**src/rtl/rpt_pkg.sv**
```systemverilog
package rpt_pkg;
   // Register indices; the byte address on the bus is four times the index
   localparam logic [5:0] RPT_IDX_MODE = 6'h2a;
   localparam logic [5:0] RPT_IDX_PRESC_LO = 6'h2b;
   localparam logic [5:0] RPT_IDX_RELOAD_HI = 6'h2c;
   localparam logic [5:0] RPT_IDX_RELOAD_LO = 6'h2d;
   localparam logic [5:0] RPT_IDX_COUNT_HI = 6'h2e;
   localparam logic [5:0] RPT_IDX_COUNT_LO = 6'h2f;
   localparam logic [5:0] RPT_IDX_CTRL = 6'h30;
   localparam logic [5:0] RPT_IDX_STATUS = 6'h31;
   localparam int RPT_ADDR_W = 8;
   localparam int RPT_DATA_W = 32;
   // Reset values
   localparam logic [7:0] RPT_MODE_RST = 8'h00;
   localparam logic [7:0] RPT_PRESC_LO_RST = 8'h00;
   localparam logic [7:0] RPT_RELOAD_RST = 8'h00;
   localparam logic [7:0] RPT_CTRL_RST = 8'h00;
   localparam logic [15:0] RPT_COUNT_RST = 16'h0000;
   // Mode register fields
   localparam int RPT_MODE_AUTO_BIT = 7;
   localparam int RPT_MODE_GATE_HI = 6;
   localparam int RPT_MODE_GATE_LO = 5;
   localparam int RPT_MODE_RELOAD_BIT = 4;
   localparam int RPT_MODE_PHI_HI = 3;
   // Control register fields
   localparam int RPT_CTRL_EVEN_BIT = 0;
   localparam int RPT_CTRL_RXMULT_BIT = 1;
   localparam int RPT_CTRL_STOP_BIT = 2;
   localparam int RPT_CTRL_START_BIT = 3;
   // Status register fields
   localparam int RPT_STAT_RUN_BIT = 0;
   localparam int RPT_STAT_IRQ_BIT = 1;
   // Received bits (start bit plus four data bits) that end the timer
   localparam logic [2:0] RPT_RX_STOP_BITS = 3'h5;
   typedef enum logic [1:0] {
      RPT_GATE_NONE = 2'b00,
      RPT_GATE_MULTIFUNCTION_INPUT_PIN = 2'b01,
      RPT_GATE_AUX = 2'b10,
      RPT_GATE_UNDEF = 2'b11
   } rpt_gate_t;
endpackage

```
**src/rtl/rpt_tick_if.sv**
```systemverilog
`timescale 1ns/1ns
`default_nettype none
interface rpt_tick_if;
   logic [11:0] prescaler_value;
   logic even_division_select;
   logic run;
   logic restart;
   logic tick;
   modport ctrl (output prescaler_value, even_division_select, run, restart, input tick);
   modport presc (input prescaler_value, even_division_select, run, restart, output tick);
endinterface
`default_nettype wire

```
**src/rtl/rpt_prescaler.sv**
```systemverilog
`timescale 1ns/1ns
`default_nettype none
module rpt_prescaler (
   input wire logic clk_in, // Base clock
   input wire logic rst_n_in, // Synchronised reset, active low
   rpt_tick_if.presc tk // Prescaler controls and tick
);
   import rpt_pkg::*;
   logic [12:0] div_q;
   logic [12:0] last;

   // Period is 2*P+1 base clocks, or 2*P+2 in even mode
   assign last = {prescaler_value_x2(tk.prescaler_value)} +
                 {12'h000, tk.even_division_select};
   assign tk.tick = tk.run && !tk.restart && (div_q == last);

   function automatic logic [12:0] prescaler_value_x2(input logic [11:0] p);
      prescaler_value_x2 = {p, 1'b0};
   endfunction

   always_ff @(posedge clk_in or negedge rst_n_in) begin
      if (!rst_n_in) begin
         div_q <= 13'h0000;
      end else if (tk.restart || tk.tick) begin
         div_q <= 13'h0000;
      end else if (tk.run) begin
         div_q <= div_q + 13'h0001;
      end
   end
endmodule // rpt_prescaler
`default_nettype wire

```
**src/rtl/rpt_timer.sv**
```systemverilog
//Summary of operation
// - Auto-start bit starts timer at transmit end
// - Without multi-receive, fifth received bit stops timer
// - With multi-receive, received bits never stop timer
// - Auto-start clear: protocol events ignored
// - Gating 00 none, 01 multifunction, 10 auxiliary
// - Gated mode: running flag follows gate enable
// - Auto-reload restarts countdown from reload value
// - No auto-reload: count to zero, raise flag
// - Prescaler high nibble from mode bits 3:0
// - Prescaler low byte from prescaler register
// - Odd mode divides by twice prescaler plus one
// - Even mode divides by twice prescaler plus two
// - Sixteen-bit reload in two bytes, loaded at start
// - Reload writes wait for next start event or auto-reload
// - Live count readable as two bytes
// - Count bytes read-only at 2Eh and 2Fh
// - Mode register at 2Ah, reset 00h, field layout
`timescale 1ns/1ns
`default_nettype none
module rpt_timer (
   input wire logic ref_clk_in, // 100 MHz clock
   input wire logic rst_n_in, // Asynchronous reset, active low
   input wire logic [rpt_pkg::RPT_ADDR_W-1:0] avs_address_in, // Byte address
   input wire logic avs_read_in, // Read request
   input wire logic avs_write_in, // Write request
   input wire logic [rpt_pkg::RPT_DATA_W-1:0] avs_writedata_in, // Write data
   input wire logic [3:0] avs_byteenable_in, // Byte enables
   output logic [rpt_pkg::RPT_DATA_W-1:0] avs_readdata_out, // Read data
   output logic avs_waitrequest_out, // Wait request
   input wire logic tx_end_in, // Pulse: transmission finished
   input wire logic rx_bit_in, // Pulse: one bit received
   input wire logic multifunction_input_pin_in, // Gate source 01
   input wire logic first_auxiliary_pin_in, // Gate source 10
   output logic timer_running_flag_out, // Timer running
   output logic timer_expired_irq_flag_out // Sticky expiry flag
);
   import rpt_pkg::*;

   ////////////////////////////////////////////////////////////////////////////////
   // Reset synchroniser
   logic rst_meta_q;
   logic rst_sync_q;
   always_ff @(posedge ref_clk_in or negedge rst_n_in) begin
      if (!rst_n_in) begin
         rst_meta_q <= 1'b0;
         rst_sync_q <= 1'b0;
      end else begin
         rst_meta_q <= 1'b1;
         rst_sync_q <= rst_meta_q;
      end
   end

   ////////////////////////////////////////////////////////////////////////////////
   // Bus slave: one wait cycle per access
   logic ack_q;
   logic [RPT_DATA_W-1:0] rdata_q;
   logic [5:0] idx;
   logic idx_ok;
   logic wr_en;
   logic [7:0] wbyte;
   logic [7:0] rbyte;

   assign idx = avs_address_in[7:2];
   assign idx_ok = (avs_address_in[1:0] == 2'b00);
   assign avs_waitrequest_out = (avs_read_in || avs_write_in) && !ack_q;
   assign wr_en = avs_write_in && ack_q && idx_ok && avs_byteenable_in[0];
   assign wbyte = avs_writedata_in[7:0];
   assign avs_readdata_out = rdata_q;

   always_ff @(posedge ref_clk_in or negedge rst_sync_q) begin
      if (!rst_sync_q) begin
         ack_q <= 1'b0;
      end else begin
         ack_q <= (avs_read_in || avs_write_in) && !ack_q;
      end
   end

   ////////////////////////////////////////////////////////////////////////////////
   // Software registers
   logic [7:0] mode_q;
   logic [7:0] presc_lo_q;
   logic [7:0] reload_hi_q;
   logic [7:0] reload_lo_q;
   logic [7:0] ctrl_q;
   logic stop_req;
   logic sw_start;

   always_ff @(posedge ref_clk_in or negedge rst_sync_q) begin
      if (!rst_sync_q) begin
         mode_q <= RPT_MODE_RST;
         presc_lo_q <= RPT_PRESC_LO_RST;
         reload_hi_q <= RPT_RELOAD_RST;
         reload_lo_q <= RPT_RELOAD_RST;
         ctrl_q <= RPT_CTRL_RST;
      end else if (wr_en) begin
         case (idx)
            RPT_IDX_MODE: mode_q <= wbyte;
            RPT_IDX_PRESC_LO: presc_lo_q <= wbyte;
            RPT_IDX_RELOAD_HI: reload_hi_q <= wbyte;
            RPT_IDX_RELOAD_LO: reload_lo_q <= wbyte;
            RPT_IDX_CTRL: ctrl_q <= {6'h00, wbyte[RPT_CTRL_RXMULT_BIT],
                                     wbyte[RPT_CTRL_EVEN_BIT]};
            default: ;
         endcase
      end
   end

   // Stop and start are self-clearing strobes
   assign stop_req = wr_en && (idx == RPT_IDX_CTRL) && wbyte[RPT_CTRL_STOP_BIT];
   assign sw_start = wr_en && (idx == RPT_IDX_CTRL) && wbyte[RPT_CTRL_START_BIT];

   ////////////////////////////////////////////////////////////////////////////////
   // Mode decode and gating
   logic auto_start_on_tx_end;
   logic auto_reload_enable;
   rpt_gate_t gating_select;
   logic gate_open;
   logic receive_multiple_frames;

   assign auto_start_on_tx_end = mode_q[RPT_MODE_AUTO_BIT];
   assign auto_reload_enable = mode_q[RPT_MODE_RELOAD_BIT];
   assign gating_select = rpt_gate_t'(mode_q[RPT_MODE_GATE_HI:RPT_MODE_GATE_LO]);
   assign receive_multiple_frames = ctrl_q[RPT_CTRL_RXMULT_BIT];

   always_comb begin
      case (gating_select)
         RPT_GATE_NONE: gate_open = 1'b1;
         RPT_GATE_MULTIFUNCTION_INPUT_PIN: gate_open = multifunction_input_pin_in;
         RPT_GATE_AUX: gate_open = first_auxiliary_pin_in;
         default: gate_open = 1'b0;
      endcase
   end

   ////////////////////////////////////////////////////////////////////////////////
   // Prescaler
   rpt_tick_if tk ();
   logic running_q;
   logic start_evt;

   assign tk.prescaler_value = {mode_q[RPT_MODE_PHI_HI:0], presc_lo_q};
   assign tk.even_division_select = ctrl_q[RPT_CTRL_EVEN_BIT];
   assign tk.run = running_q && gate_open;
   assign tk.restart = start_evt;

   rpt_prescaler u_presc (
      .clk_in(ref_clk_in),
      .rst_n_in(rst_sync_q),
      .tk(tk.presc)
   );

   ////////////////////////////////////////////////////////////////////////////////
   // Start and stop events
   logic [2:0] rx_bits_q;
   logic rx_stop;

   assign start_evt = sw_start || (auto_start_on_tx_end && tx_end_in);
   assign rx_stop = auto_start_on_tx_end && !receive_multiple_frames && rx_bit_in &&
                    (rx_bits_q == (RPT_RX_STOP_BITS - 3'h1));

   always_ff @(posedge ref_clk_in or negedge rst_sync_q) begin
      if (!rst_sync_q) begin
         rx_bits_q <= 3'h0;
      end else if (start_evt) begin
         rx_bits_q <= 3'h0;
      end else if (running_q && rx_bit_in && rx_bits_q != RPT_RX_STOP_BITS) begin
         rx_bits_q <= rx_bits_q + 3'h1;
      end
   end

   ////////////////////////////////////////////////////////////////////////////////
   // Counter
   logic [15:0] count_q;
   logic [15:0] reload_val;
   logic expire;
   logic irq_q;
   logic irq_clr;

   assign reload_val = {reload_hi_q, reload_lo_q};
   assign expire = tk.tick && (count_q == 16'h0000);

   always_ff @(posedge ref_clk_in or negedge rst_sync_q) begin
      if (!rst_sync_q) begin
         count_q <= RPT_COUNT_RST;
      end else if (start_evt) begin
         count_q <= reload_val;
      end else if (expire && auto_reload_enable) begin
         count_q <= reload_val;
      end else if (tk.tick && count_q != 16'h0000) begin
         count_q <= count_q - 16'h0001;
      end
   end

   always_ff @(posedge ref_clk_in or negedge rst_sync_q) begin
      if (!rst_sync_q) begin
         running_q <= 1'b0;
      end else if (start_evt) begin
         running_q <= 1'b1;
      end else if (stop_req || rx_stop) begin
         running_q <= 1'b0;
      end else if (expire && !auto_reload_enable) begin
         running_q <= 1'b0;
      end
   end

   // Write one to clear; a new expiry in the same cycle wins
   assign irq_clr = wr_en && (idx == RPT_IDX_STATUS) && wbyte[RPT_STAT_IRQ_BIT];
   always_ff @(posedge ref_clk_in or negedge rst_sync_q) begin
      if (!rst_sync_q) begin
         irq_q <= 1'b0;
      end else if (expire && !auto_reload_enable) begin
         irq_q <= 1'b1;
      end else if (irq_clr) begin
         irq_q <= 1'b0;
      end
   end

   assign timer_running_flag_out = running_q && gate_open;
   assign timer_expired_irq_flag_out = irq_q;

   ////////////////////////////////////////////////////////////////////////////////
   // Read mux
   always_comb begin
      case (idx)
         RPT_IDX_MODE: rbyte = mode_q;
         RPT_IDX_PRESC_LO: rbyte = presc_lo_q;
         RPT_IDX_RELOAD_HI: rbyte = reload_hi_q;
         RPT_IDX_RELOAD_LO: rbyte = reload_lo_q;
         RPT_IDX_COUNT_HI: rbyte = count_q[15:8];
         RPT_IDX_COUNT_LO: rbyte = count_q[7:0];
         RPT_IDX_CTRL: rbyte = ctrl_q;
         RPT_IDX_STATUS: rbyte = {6'h00, irq_q, timer_running_flag_out};
         default: rbyte = 8'h00;
      endcase
      if (!idx_ok) begin
         rbyte = 8'h00;
      end
   end

   always_ff @(posedge ref_clk_in or negedge rst_sync_q) begin
      if (!rst_sync_q) begin
         rdata_q <= '0;
      end else if (avs_read_in && !ack_q) begin
         rdata_q <= {24'h000000, rbyte};
      end
   end
endmodule // rpt_timer
`default_nettype wire

```
**config.mk**
```make
export PLATFORM = sky130hd
export DESIGN_NAME = rpt_timer
export DESIGN_NICKNAME = d
export VERILOG_FILES = /design/src/rtl/rpt_pkg.sv /design/src/rtl/rpt_tick_if.sv /design/src/rtl/rpt_prescaler.sv /design/src/rtl/rpt_timer.sv
export SDC_FILE = /design/constraint.sdc
export NUM_CORES = 1
export LEC_CHECK = 0
export BUFFER_PORTS_ARGS = -buffer_cell sky130_fd_sc_hd__buf_2
export CAP_MARGIN = 40
export CORE_ASPECT_RATIO = 1.25
export CORE_MARGIN = 8
export CORE_UTILIZATION = 50
export DETAILED_ROUTE_END_ITERATION = 12
export PLACE_DENSITY = 0.77
export SETUP_SLACK_MARGIN = 0.15
export SLEW_MARGIN = 10
export SYNTH_ARGS = -nofsm -noshare
export SYNTH_HDL_FRONTEND = slang
export SYNTH_HIERARCHICAL = 1
export SYNTH_SLANG_ARGS = --single-unit
```
**constraint.sdc**
```tcl
create_clock -name ref_clk_in -period 2.6 [get_ports ref_clk_in]
set_input_delay 0.52 -clock ref_clk_in [delete_from_list [all_inputs] [get_ports ref_clk_in]]
set_output_delay 0.52 -clock ref_clk_in [all_outputs]
set_load 0.02 [all_outputs]
```
After elaboration in Yosys (flattened, before gate mapping) --
Index checks and enable logic that the tools add are counted.
Word-level totals: bits in registers 79, bits of input ports 52, output and inout bits 35, logic and storage cells 91
Operators by class: add/sub/neg operators 4, equality and inequality tests 13, multiplexer cells 15, reductions and logical operators 45
Operator list (number):
- case mux 8 bit (8 select lines) | 1
- == test 6 bit (second input constant) | 8
- 2-to-1 mux 16 bit | 3
- 2-to-1 mux 13 bit | 2
- logical AND 1 bit | 23
- logical NOT 16 bit | 1
- nonzero test 16 bit | 1
- subtractor 16 x 1 -> 16 bit (second input constant) | 1
- adder 13 x 1 -> 13 bit | 1
- adder 13 x 1 -> 13 bit (second input constant) | 1
- == test 13 bit | 1
- AND reduction 2 bit | 5
- 2-to-1 mux 8 bit | 1
- 2-to-1 mux 3 bit | 2
- nonzero test 2 bit | 3
- nonzero test 3 bit | 2
- 2-to-1 mux 1 bit | 5
- logical NOT 1 bit | 4
- logical NOT 2 bit | 2
- logical OR 1 bit | 4
- adder 3 x 1 -> 3 bit (second input constant) | 1
- == test 3 bit (second input constant) | 1
- != test 3 bit (second input constant) | 1
- case mux 1 bit (3 select lines) | 1
- other kinds (2) | 2

Depth between registers and ports, before layout --
word-level depth 14, depth in mapped cells 14, gate-level depth less buffers 11

Hierarchy --
Netlist, hierarchy kept.
Modules (own cells, without submodules):
- rpt_timer | times used 1, cells each 337, area an instance 3702.3 um2, sequential area each 1651.6 um2
- rpt_prescaler | times used 1, cells each 77, area an instance 800.8 um2, sequential area each 325.3 um2

Worst setup path before layout --
Ideal clock, no wire load.
kind input to register, from input avs_writedata_in[3] (netlist name), to register count_q[2], library setup time 124 ps, data arrival time 3192 ps, required time 2476 ps, setup slack -716 ps, stages on the path 14, path buffers 5, path through and3b_1 -> nand4bb_1 -> and2_1 -> clkbuf_1 -> inv_1 -> clkbuf_1 -> nand3b_1 -> nor4_4 -> buf_6 -> clkbuf_1 -> o21ai_0 -> clkbuf_1 -> o211a_1 -> a211o_1
Between the ends: cells in the longest elaborated chain, start to end 9, elaborated cells on any way between the ends 11, classes of those cells mux: 2; reduce/logical: 9
RTL lines:
- start, declared | RTL line rpt_timer.sv:27 | input wire logic [rpt_pkg::RPT_DATA_W-1:0] avs_writedata_in,
- logical AND 1 bit (*) | RTL line rpt_timer.sv:111 | assign sw_start = wr_en && (idx == RPT_IDX_CTRL) && wbyte[RPT_CTRL_START_BIT];
- logical OR 1 bit (*) | RTL line rpt_timer.sv:157 | assign start_evt = sw_start || (auto_start_on_tx_end && tx_end_in);
- net start_evt | RTL line rpt_timer.sv:139 | logic start_evt;
- logical NOT 1 bit (*) | RTL line rpt_prescaler.sv:15 | assign tk.tick = tk.run && !tk.restart && (div_q == last);
- logical AND 1 bit (*) (2 in a row) | RTL line rpt_prescaler.sv:15
- net tk.tick | RTL line rpt_tick_if.sv:8 | logic tick;
- logical AND 1 bit | RTL line rpt_timer.sv:180 | assign expire = tk.tick && (count_q == 16'h0000);
- logical AND 1 bit | RTL line rpt_timer.sv:187 | end else if (expire && auto_reload_enable) begin
- 2-to-1 mux 16 bit | RTL line rpt_timer.sv:187
- 2-to-1 mux 16 bit | RTL line rpt_timer.sv:185 | end else if (start_evt) begin
- end signal, assigned | RTL line rpt_timer.sv:186 | count_q <= reload_val;
- end signal, assigned | RTL line rpt_timer.sv:188 | count_q <= reload_val;
- end signal, assigned | RTL line rpt_timer.sv:190 | count_q <= count_q - 16'h0001;
- end, declared | RTL line rpt_timer.sv:173 | logic [15:0] count_q;
The timed path passes the listed nets; every way through them passes the cells marked *. A chain may end at the register's enable or synchronous reset.

Worst setup path in the final report --
from register count_q[1], to register count_q[10]
Between the ends: cells in the longest elaborated chain, start to end 5, elaborated cells on any way between the ends 10, classes of those cells add/sub: 1; mux: 3; reduce/logical: 6
RTL lines:
- parallel branches: the longest is 5 deep, another holds subtractor 16 x 1 -> 16 bit
Several ways; the timed one is not identified. The select of a mux whose other input is x is not followed.

==> flow_summary.json <==
{
  "yosysMostFrequentCell": "dfrtp_1",
  "fin_tns_setup_ns": 0,
  "area_growth_pct": 17.4,
  "synth_edf_count": 0,
  "crit_fanout": 3,
  "critPathSlowestCell": "or4b_4",
  "cts_tree": "built",
  "synthTopCellsByArea": "dfrtp_1 44%, mux2_2 8.5%, buf_4 4.2%, mux4_2 4.0%, xnor2_1 3.7%",
  "cellLeakagePower_nw": 2.48,
  "cp-end-kind": "flip-flop",
  "ys_ff_latch": 79,
  "rsz0062_at_grt": "true",
  "powerDensity_nw_per_um2": 706,
  "drcViolationCount": 0,
  "synthDistinctLibCells": 63,
  "finalPower_mw": 3.73,
  "swShare_pct": 33.0,
  "fmax_mhz": 412,
  "cpPeakStageDelay_ns": 0.46,
  "clkLatencyLatePin_ns": 0.36,
  "worst_slack_ns": 0.176,
  "via_per_inst": 5.95,
  "dp_hpwl_um": 8560,
  "wl_um": 11700,
  "gp_congestion": 0.915,
  "clkTransAtPathRegs_ns": 0.08,
  "period_share_pct": 93.2,
  "synth_top_flop_cell": "dfrtp_1",
  "first_global_vias": 3719,
  "htreeDepth": 3,
  "fp.dieArea_um2": 12300,
  "cts.sinks": 79,
  "netlist.area_leader.share_pct": 43.9,
  "nNetsFinal": 538,
  "irDropWorstVdd_uv": 354,
  "finalCriticalPeriod_ns": 2.42,
  "synthCells": 414,
  "critical_path_required_ns": 2.84,
  "vias": 3600,
  "outcome": "finished clean",
  "cts-root-buf": "clkbuf_8",
  "synth_commonest_cells": "79 x dfrtp_1, 34 x mux2_2, 25 x buf_4, 25 x nor3_1, 19 x xnor2_1",
  "grt.overflow.total": 0,
  "slew_violations": 0,
  "hold_violations": 0,
  "hold_path.class": "flip-flop to asynchronous set/reset pin",
  "wire_per_inst_um": 19.3,
  "seqPwrFrac_pct": 40.9,
  "pwr-share-clk_pct": 29.7,
  "ant_nets": 0,
  "drive_gt1_share_pct": 31.1,
  "internal_power_mw": 2.50,
  "setup_violations": 0,
  "max_cap_violations": 0,
  "path_delay_family": "simple AND/OR/NAND/NOR gates",
  "switching_power_mw": 1.23,
  "diodes": 0,
  "io_pins": 87,
  "ys_seq_area_share_pct": 43.9,
  "dr.pass1.iters": 5,
  "cts_buffers": 9,
  "die_y_um": 122,
  "die_w_um": 101,
  "whs_ns": 0.239,
  "critPathBufInv": 1,
  "row_count": 38,
  "grt_max_degree": 55,
  "fp.coreArea_um2": 8700,
  "fill_cells": 724,
  "cp.arrival_ns": 2.67,
  "cts_buffer_depth": 2,
  "syn_avg_cell_area_um2": 10.9,
  "grt_use_total_pct": 19.6,
  "fin_cells": 605,
  "r2r_slack_ns": 0.18,
  "dp.cells": 586,
  "drt_iter0_markers": 211,
  "yosysTopAreaCell": "dfrtp_1",
  "antenna_found_initial": 0,
  "path_class": "flip-flop to flip-flop",
  "path_cells": "inv_1, ha_1, or4b_4, or4_4, or3_4, o2111a_1, a221o_1",
  "place_ws_ns": -0.237,
  "portBuffers": 35,
  "netlist_area_um2": 4500,
  "grt_pass1_wl_um": 18900,
  "async_reset_ff_share_pct": 100,
  "skew_ns": 0.00867,
  "cp-start-kind": "flip-flop",
  "ys_warn_count": 6,
  "initial_core_util_pct": 51.8,
  "pwr-share-comb_pct": 29.4
}
[per-layer routing]
metal / global-route usage [%] / up-vias / share of wire [%]
met5: 0 / - / 0
met4: 13.7 / 0 / 3.6
met3: 3.31 / 35 / 5.6
met2: 32.6 / 165 / 52
met1: 22.4 / 1790 / 39
li1: - / 1610 / -
[metrics by stage]
| step | instance area, µm² | util (%) |
|---|---|---|
| floorplan | 4660 | - |
| CTS | 5240 | 60.2 |
| global route | 5290 | 60.8 |
| detailed placement | 4970 | 57.1 |
| global placement | 4940 | 56.8 |
| finish | 5290 | 60.8 |
[final cells by class]
cell class	count	area [µm²]	area share, %
inverter	17	66.3	1.25
tap	120	150	2.84
multi-input combinational	300	2350	44.5
sequential	79	1980	37.5
clock buffer	13	149	2.82
timing repair buffer	73	498	9.42
clock inverter	3	90.1	1.70
[worst paths after layout]
kind | startpoint | endpoint | cells after the start
worst max-delay path | count_q[1] | count_q[10] | 7
worst min-delay path | rst_sync_q | rx_bits_q[1] | 0
worst max register to register | count_q[1] | count_q[10] | 7
worst min register to register | rst_sync_q | rx_bits_q[1] | 0
max in group asynchronous | rst_sync_q | count_q[8] | 1
min in group ref_clk_in | rst_meta_q | rst_sync_q | 0
[power groups by stage]
| stage | logic (mW) | registers [mW] | clock network [mW] |
|---|---|---|---|
| finish | 1.10 | 1.53 | 1.11 |
| CTS | 1.05 | 1.52 | 1.12 |
| detailed placement | 1.03 | 1.54 | 0 |
| global placement | 0.979 | 1.55 | 0 |
| floorplan | 0.724 | 1.52 | 0 |
| global route | 1.19 | 1.55 | 1.17 |
[layout by cell type, fill, tap and decap left out, types with 15 or more instances in the layout]
cell	count
nand4_1	15
conb_1	25
nand2_1	17
xnor2_1	19
nor2_1	18
nor3_1	23
mux2_2	34
inv_1	16
buf_2	35
buf_4	33
dfrtp_1	78
[flip-flops by register name (all words and copies together) (netlist names)]
| signal | cells |
|---|---|
| mode_q | 8 |
| ctrl_q | 2 |
| avs_readdata_out | 8 |
| rst_meta_q | 1 |
| reload_hi_q | 8 |
| timer_expired_irq_flag_out | 1 |
| running_q | 1 |
| ack_q | 1 |
| rx_bits_q | 3 |
| presc_lo_q | 8 |
| rst_sync_q | 1 |
| count_q | 16 |
| reload_lo_q | 8 |
| u_presc/div_q | 13 |
[cell families (layout without fill, tap and decap cells)]
logic type / after synthesis / in the layout / synth area share [%]
flip-flops: 79 / 79 / 43.9
multiplexers: 52 / 52 / 14.7
AND/OR/NAND/NOR: 125 / 125 / 16.1
AO/OA/AOI/OAI: 63 / 63 / 10.6
XOR/XNOR: 29 / 29 / 5.64
buffers and inverters: 58 / 106 / 7.22
other: 2 / 25 / 0.167
adder cells (fa/ha/maj): 6 / 6 / 1.67
[timing repair]
item / in CTS / in global routing
hold buffers: 1 / 0
gates cloned: 0 / 0
setup endpoints to repair: 16 / 15
hold endpoints to repair: 2 / 0
gates resized for setup: 4 / 9
setup buffers: 1 / 1
pin swaps: 2 / 4
No activity file was read; power rests on OpenSTA's default activity.
